--- src/rtl/iics_regs.svh ---
// register offsets, field positions and reset values of the interrupt summary and channel select block
// Overview of operation
// - summary low bit n flags status register n+1 producing an interrupt
// - summary high bit 0 is status register 9, bit 1 extra source, rest zero
// - pointer register holds eight per-channel function select bits
// - bitmap write loads every function whose pointer bit is set
// - four bitmaps cover channels 1 to 32, lowest channel in bit 0
// - status bit reaches a summary bit only when its mask bit is one
`ifndef IICS_REGS_SVH
`define IICS_REGS_SVH

`define IICS_OFS_SUM_LOW 8'h14
`define IICS_OFS_SUM_HIGH 8'h15
`define IICS_OFS_POINTER 8'h28
`define IICS_OFS_MAP_1_8 8'h29
`define IICS_OFS_MAP_9_16 8'h2A
`define IICS_OFS_MAP_17_24 8'h2B
`define IICS_OFS_MAP_25_32 8'h2C
`define IICS_RST_BYTE 8'h00
`define IICS_NUM_SR 9
`define IICS_NUM_FUNC 8
`define IICS_NUM_MAP 4
`define IICS_FLD_SR9 0
`define IICS_FLD_EXTRA 1

`endif

--- src/rtl/iics_pkg.sv ---
// types shared by the interrupt summary and channel select block
package iics_pkg;
    // one host register access
    typedef struct packed {
        logic wr;
        logic rd;
        logic [7:0] addr;
        logic [7:0] wdata;
    } iics_req_t;

    // status and mask bytes of the nine status registers
    typedef struct packed {
        logic [8:0][7:0] status;
        logic [8:0][7:0] mask;
        logic extra_status_source_flag;
    } iics_irq_in_t;

    // read path states
    typedef enum logic [1:0] {
        IICS_IDLE = 2'b00,
        IICS_ANSWER = 2'b01
    } iics_state_t;
endpackage : iics_pkg

--- src/rtl/iics_top.sv ---
// interrupt summary registers and per-channel function pointer with channel bitmaps
`timescale 1ns/1ps
`include "iics_regs.svh"
module iics_top (
    // clock and reset
    input wire logic ref_clk,
    input wire logic nrst,
    // host register port
    input wire iics_pkg::iics_req_t req,
    output logic [7:0] rdata,
    output logic rvalid,
    // status sources from the framer
    input wire iics_pkg::iics_irq_in_t irq_in,
    // summary and per-channel selections
    output logic [7:0] irq_source_summary_low,
    output logic [7:0] irq_source_summary_high,
    output logic [7:0] channel_function_pointer,
    output logic [31:0] tx_pattern_channel_sel,
    output logic [31:0] tx_fractional_channel_sel,
    output logic [31:0] payload_err_insert_sel,
    output logic [31:0] tx_hw_signaling_sel,
    output logic [31:0] rx_pattern_channel_sel,
    output logic [31:0] rx_fractional_channel_sel,
    output logic [31:0] rx_signaling_reinsert_sel,
    output logic [31:0] rx_signaling_all_ones_sel
);
    logic [7:0] sum_lo_r;
    logic [7:0] sum_lo_nxt;
    logic [7:0] sum_hi_r;
    logic [7:0] sum_hi_nxt;
    logic [7:0] ptr_r;
    logic [7:0] ptr_nxt;
    logic [7:0] rdata_r;
    logic [7:0] rdata_nxt;
    iics_pkg::iics_state_t st_r;
    iics_pkg::iics_state_t st_nxt;
    logic [8:0] sr_active;
    logic map_wr;
    logic [1:0] map_idx;
    logic [31:0] maps [0:7];
    logic [31:0] rd_map;

    // masked status per register
    always_comb
    begin
        for (int i = 0; i < `IICS_NUM_SR; i++)
        begin
            sr_active[i] = |(irq_in.status[i] & irq_in.mask[i]);
        end
    end

    // summary bytes follow the masked status and the extra source flag, writes to them are ignored
    always_comb
    begin
        sum_lo_nxt = sr_active[7:0];
        sum_hi_nxt = `IICS_RST_BYTE;
        sum_hi_nxt[`IICS_FLD_SR9] = sr_active[8];
        sum_hi_nxt[`IICS_FLD_EXTRA] = irq_in.extra_status_source_flag;
    end

    // bitmap write decode
    always_comb
    begin
        map_wr = req.wr && (req.addr >= `IICS_OFS_MAP_1_8) && (req.addr <= `IICS_OFS_MAP_25_32);
        map_idx = 2'(req.addr - `IICS_OFS_MAP_1_8);
    end

    // pointer register
    always_comb
    begin
        ptr_nxt = ptr_r;
        if (req.wr && req.addr == `IICS_OFS_POINTER)
            ptr_nxt = req.wdata;
    end

    // one bitmap store per function
    for (genvar f = 0; f < `IICS_NUM_FUNC; f++)
    begin : g_func
        iics_func_map u_map (
            .ref_clk(ref_clk),
            .nrst(nrst),
            .sel(ptr_r[f]),
            .wr_en(map_wr),
            .idx(map_idx),
            .wdata(req.wdata),
            .chan_map(maps[f])
        );
    end

    // read returns the lowest selected function's map
    always_comb
    begin
        rd_map = 32'h00000000;
        for (int f = `IICS_NUM_FUNC - 1; f >= 0; f--)
        begin
            if (ptr_r[f])
                rd_map = maps[f];
        end
    end

    // read data mux; reading summaries clears nothing
    always_comb
    begin
        rdata_nxt = rdata_r;
        st_nxt = iics_pkg::IICS_IDLE;
        if (req.rd)
        begin
            st_nxt = iics_pkg::IICS_ANSWER;
            case (req.addr)
                `IICS_OFS_SUM_LOW: rdata_nxt = sum_lo_r;
                `IICS_OFS_SUM_HIGH: rdata_nxt = sum_hi_r;
                `IICS_OFS_POINTER: rdata_nxt = ptr_r;
                `IICS_OFS_MAP_1_8: rdata_nxt = rd_map[7:0];
                `IICS_OFS_MAP_9_16: rdata_nxt = rd_map[15:8];
                `IICS_OFS_MAP_17_24: rdata_nxt = rd_map[23:16];
                `IICS_OFS_MAP_25_32: rdata_nxt = rd_map[31:24];
                default: rdata_nxt = `IICS_RST_BYTE;
            endcase
        end
    end

    // register stage
    always_ff @(posedge ref_clk or negedge nrst)
    begin
        if (!nrst)
        begin
            sum_lo_r <= `IICS_RST_BYTE;
            sum_hi_r <= `IICS_RST_BYTE;
            ptr_r <= `IICS_RST_BYTE;
            rdata_r <= `IICS_RST_BYTE;
            st_r <= iics_pkg::IICS_IDLE;
        end
        else
        begin
            sum_lo_r <= sum_lo_nxt;
            sum_hi_r <= sum_hi_nxt;
            ptr_r <= ptr_nxt;
            rdata_r <= rdata_nxt;
            st_r <= st_nxt;
        end
    end

    assign rdata = rdata_r;
    assign rvalid = st_r[0]; // only the answer state has bit 0 set, so the pulse comes straight from the flop
    assign irq_source_summary_low = sum_lo_r;
    assign irq_source_summary_high = sum_hi_r;
    assign channel_function_pointer = ptr_r;
    assign tx_pattern_channel_sel = maps[0];
    assign tx_fractional_channel_sel = maps[1];
    assign payload_err_insert_sel = maps[2];
    assign tx_hw_signaling_sel = maps[3];
    assign rx_pattern_channel_sel = maps[4];
    assign rx_fractional_channel_sel = maps[5];
    assign rx_signaling_reinsert_sel = maps[6];
    assign rx_signaling_all_ones_sel = maps[7];
endmodule : iics_top

--- src/rtl/iics_func_map.sv ---
// channel bitmap store for one per-channel function
`timescale 1ns/1ps
`include "iics_regs.svh"
module iics_func_map (
    // clock and reset
    input wire logic ref_clk,
    input wire logic nrst,
    // write port
    input wire logic sel,
    input wire logic wr_en,
    input wire logic [1:0] idx,
    input wire logic [7:0] wdata,
    // stored 32-channel map
    output logic [31:0] chan_map
);
    logic [31:0] map_r;
    logic [31:0] map_nxt;

    // byte of the selected bitmap is loaded when this function is pointed at
    always_comb
    begin
        map_nxt = map_r;
        if (wr_en && sel)
        begin
            map_nxt[idx*8 +: 8] = wdata;
        end
    end

    // register the map
    always_ff @(posedge ref_clk or negedge nrst)
    begin
        if (!nrst)
            map_r <= {4{`IICS_RST_BYTE}};
        else
            map_r <= map_nxt;
    end

    assign chan_map = map_r;
endmodule : iics_func_map

--- config.mk ---
export PLATFORM = sky130hd
export DESIGN_NAME = iics_top
export DESIGN_NICKNAME = d
export VERILOG_FILES = /design/src/rtl/iics_pkg.sv /design/src/rtl/iics_top.sv /design/src/rtl/iics_func_map.sv
export VERILOG_INCLUDE_DIRS = /design/src /design/src/rtl
export SDC_FILE = /design/constraint.sdc
export NUM_CORES = 1
export LEC_CHECK = 0
export ABC_AREA = 1
export ABC_CLOCK_PERIOD_IN_PS = 2100
export BUFFER_PORTS_ARGS = -buffer_cell sky130_fd_sc_hd__buf_2
export CORE_UTILIZATION = 53
export CTS_CLUSTER_SIZE = 25
export DETAILED_ROUTE_END_ITERATION = 8
export GPL_ROUTABILITY_DRIVEN = 0
export PLACE_DENSITY_LB_ADDON = 0.1
export SLEW_MARGIN = 20
export SYNTH_ARGS = -nofsm -noshare
export SYNTH_HDL_FRONTEND = slang
export SYNTH_HIERARCHICAL = 1
export SYNTH_SLANG_ARGS = --single-unit
--- constraint.sdc ---
create_clock -name ref_clk -period 2.1 [get_ports ref_clk]
set_input_delay 0 -clock ref_clk [delete_from_list [all_inputs] [get_ports ref_clk]]
set_output_delay 0 -clock ref_clk [all_outputs]
set_load 0.05 [all_outputs]
==> summary.md <==
| Metric | Value |
|---|---|
| Worst-path clk slew | `0.06 ns` |
| CP Class | `reg -> reg` |
| I/O pin count | `454` |
| Pwr per Cell Area | `626 mW/mm2` |
| Clock power frac | `0.423` |
| Peak Freq | `504 MHz` |
| Routed Antenna Nets | `0` |
| Relative slew margins | `0.453` |
| Layout Area Growth over Synthesis | `27.8%` |
| Power Total | `13.1 mW` |
| Startpoint Class | `flip-flop` |
| Yosys reg bits | `283` |
| Slowest cell on the critical path | `dfrtp_1` |
| Clock sinks | `283` |
| Hold Vio Cnt, Final | `0` |
| DRT iter0 DRCs | `2680` |
| Clock Tree Root | `clkbuf_16` |
| Sw frac | `0.288` |
| Fill cells | `2672` |
| Xor/xnor share of the synthesized area | `0` |
| Post-synthesis simple-gate area fraction | `0.409` |
| Vias per cell | `5.63` |
| P_int | `9.36 mW` |
| Syn Std Cell Area | `0.0164 mm2` |
| All-layer global routing usage | `0.436` |
| Adder-Cell Fraction of Synth Area | `0.0343` |
| Warning count from the yosys run | `6` |
| Vias in the first global route | `16600` |
| Setup Fix Bufs, Post-CTS | `0` |
| Drt pass-1 iters | `6` |
| Slew @ Worst Pin | `0.820 ns` |
| Post-synth top area cell | `dfrtp_1` |
| Largest cells by area after synthesis | `dfrtp_1, nand2_1, nor2_1` |
| Async SR Flop Fraction | `1.00` |
| Largest family of logic cells by synthesized area | `simple AND/OR/NAND/NOR gates` |
| Crit. End Element | `flip-flop` |
| Final WL | `70200 um` |
| Number of distinct library cells after synthesis | `36` |
| Outcome | `finished clean` |
| Die area | `0.0317 mm2` |
| # DRC | `0` |
| CP top delay family | `simple AND/OR/NAND/NOR gates` |
| TritonCTS Buffers | `31` |
| Placed cells | `3266` |
| Combinational share of power | `0.155` |
| Post-synthesis compound-gate area fraction | `0.0558` |
| Wire per inst | `20.9 um` |
| Maxcap violations | `0` |
| Cell leakage power | `13.2 nW` |
| CTS tree | `built` |
| Chip Height | `178 um` |
| Switching power | `3.78 mW` |
| Mux share of post-synthesis cell area | `0.00548` |
| Unrepaired setup endpoints after global routing | `no` |
| Post-synth EDFFs | `0` |
| NumNets Final | `3143` |
| Fin cells | `3352` |
| Reg power frac | `0.422` |
| Initial Util | `0.538` |
| Worst-Skew Late Latency | `0.57 ns` |
| WP data arrival | `2.44 ns` |
| Most used cell, CP | `nand2_1` |
| Share of post-route cells with drive strength above 1 | `0.226` |
| CP Cell Sequence | `inv_6 -> buf_4 -> buf_12 -> nand2_1 -> o211ai_1 -> nand3_1 -> nand2_1 -> nand2_1 -> nand2_1 -> nand2_1 -> nand2_1 -> nand4_1 -> nand2_1 -> nand2_1` |
| Largest stage delay, worst path | `0.42 ns` |
| Num rows | `64` |
| Initial antenna violation count | `3` |
| Clock Tree Buf Depth | `3` |
| Final setup fails | `0` |
| Global-route wire length before repair | `102000 um` |
| Largest net degree at the start of global routing | `78` |
| Post-layout min period | `1.99 ns` |
| Top cell type's share of synthesized area | `0.431` |
| I/O Buffers | `447` |
| Final period util | `0.946` |
| Core Box Area | `0.0305 mm2` |
| Vias | `18900` |
| Synth Flop Type | `dfrtp_1` |
| Hold Path Class | `in -> async` |
| Layout Skew | `0.0133 ns` |
| Dpl hpwl | `52000 um` |
| H-tree depth | `1` |
| Mapped Avg Cell Area | `6.86 um2` |
| Buf/Inv on CP | `3` |
| Die Width | `178 um` |
| Crit-path max FO | `21` |
| VDD IR max | `0.661 mV` |
| Post-Syn Instances | `2395` |
| Sequential fraction of the synthesis area | `0.431` |
| Slew Viols, Final | `0` |
| Critical Path RT | `2.56 ns` |
| Congestion Overflow GR | `0` |
==> stage by stage <==
step	hold WS (ns)	setup TNS [ns]	area, um2	util	worst slack, ns
3_3_place_gp	0.0175	0	19700	0.644	0.0455
6_report	0.00487	0	21000	0.688	0.114
4_1_cts	0.0213	0	21000	0.688	0.127
3_5_place_dp	0.0177	-0.0334	19700	0.644	-0.0222
5_1_grt	0.0535	0	21000	0.688	0.00259
2_1_floorplan	-0.296	-203.65	16500	-	-0.842
==> timing repair <==
item | 4_1_cts | 5_1_grt
hold buffers | 30 | 0
gates resized for setup | 0 | 3
endpoints found under the hold margin | 277 | 0
setup endpoints to repair | 0 | 1
==> cells in the mapped netlist, types with 2 or more instances <==
cell and instances:
dfrtp_1 283, nor2_4 19, nor2_1 333, buf_1 3
a22o_1 18, nor2_2 8, mux2_2 8, buf_6 4
o21ai_0 13, or2_2 2, nor3_2 2, nand2_1 1192
nand2_2 2, nand3_2 25, a21oi_1 77, a221oi_1 18
o211ai_1 10, o211ai_2 4, or2_0 6, ha_1 45
inv_2 5, clkbuf_1 17, nand4_1 3, buf_2 29
buf_4 12, inv_1 177, o21ai_1 2, nand3_1 70
==> final timing paths <==
path	cells past startpoint	slack, ns	startpoint	endpoint
max in group asynchronous	3	1.21	nrst	st_r[0]$_DFF_PN0_
hold reg to reg	2	0.49	rdata[2]$_DFFE_PN0P_	rdata[2]$_DFFE_PN0P_
setup / recovery	14	0.11	channel_function_pointer[6]$_DFFE_PN0P_	rdata[3]$_DFFE_PN0P_
min in group ref_clk	3	0.06	req[7]	g_func[7].u_map/chan_map[7]$_DFFE_PN0P_
hold / removal	2	0.005	nrst	g_func[6].u_map/chan_map[3]$_DFFE_PN0P_
setup reg to reg	14	0.11	channel_function_pointer[6]$_DFFE_PN0P_	rdata[3]$_DFFE_PN0P_
==> power groups by stage <==
| stage | Combinational [mW] | Sequential (mW) | Clock, mW |
|---|---|---|---|
| global route | 2.18 | 5.54 | 5.80 |
| global placement | 1.87 | 5.64 | 0 |
| finish | 2.04 | 5.54 | 5.56 |
| detailed placement | 1.90 | 5.64 | 0 |
| CTS | 1.96 | 5.54 | 5.55 |
| floorplan | 0.908 | 5.76 | 0 |
==> worst reg2reg max path: cells and delay by family (launching register included) <==
| family | cells | cell delay (ns) |
|---|---|---|
| simple gates | 10 | 0.96 |
| buf+inv | 3 | 0.42 |
| flops | 1 | 0.42 |
| compound gates | 1 | 0.08 |
==> final cells by class <==
cell class | instances | area, um2 | share of cell area
Multi-Input combinational cell | 1868 | 8350 | 0.398
Timing Repair Buffer | 565 | 3350 | 0.159
Tap cell | 396 | 495 | 0.0236
Clock inverter | 6 | 86.3 | 0.00411
Inverter | 184 | 699 | 0.0333
Antenna cell | 1 | 2.50 | 0.000119
Clock buffer | 49 | 933 | 0.0445
Sequential cell | 283 | 7080 | 0.337
==> routing by layer <==
| layer | track usage | routed length, um | vias to the layer above |
|---|---|---|---|
| met5 | 0.0224 | 121 | - |
| met1 | 0.641 | 27900 | 8706 |
| li1 | - | - | 8444 |
| met3 | 0.118 | 10500 | 220 |
| met4 | 0.189 | 3440 | 6 |
| met2 | 0.593 | 28200 | 1493 |
==> state kept, by name (all words and copies together) (netlist names) <==
signal / cells
channel_function_pointer: 8
g_func.u_map/chan_map: 256
irq_source_summary_high: 2
irq_source_summary_low: 8
rdata: 8
st_r: 1
==> cells by family (layout without fill, tap and decap cells) <==
group / Yosys count / after routing
and+or+nand+nor: 1665 / 1665
DFF: 283 / 283
muxes: 8 / 8
buffers and inverters: 249 / 804
adders and majority gates: 45 / 45
AOI/OAI and AO/OA: 144 / 144
other: 1 / 7
==> cells in the final DEF, fill, tap and decap left out, types with 4 or more instances in the layout <==
master	count
a21oi_1	75
a221oi_1	18
a22o_1	18
buf_12	11
buf_2	446
buf_4	77
clkbuf_1	9
clkbuf_16	31
clkbuf_8	9
conb_1	6
dfrtp_1	281
dlygate4sd3_1	30
ha_1	44
inv_1	176
inv_2	5
mux2_2	8
nand2_1	1191
nand3_1	69
nand3_2	26
nor2_1	333
nor2_2	8
nor2_4	19
o211ai_1	10
o211ai_2	4
o21ai_0	13
or2_0	6
No activity file was read; power rests on OpenSTA's default activity.
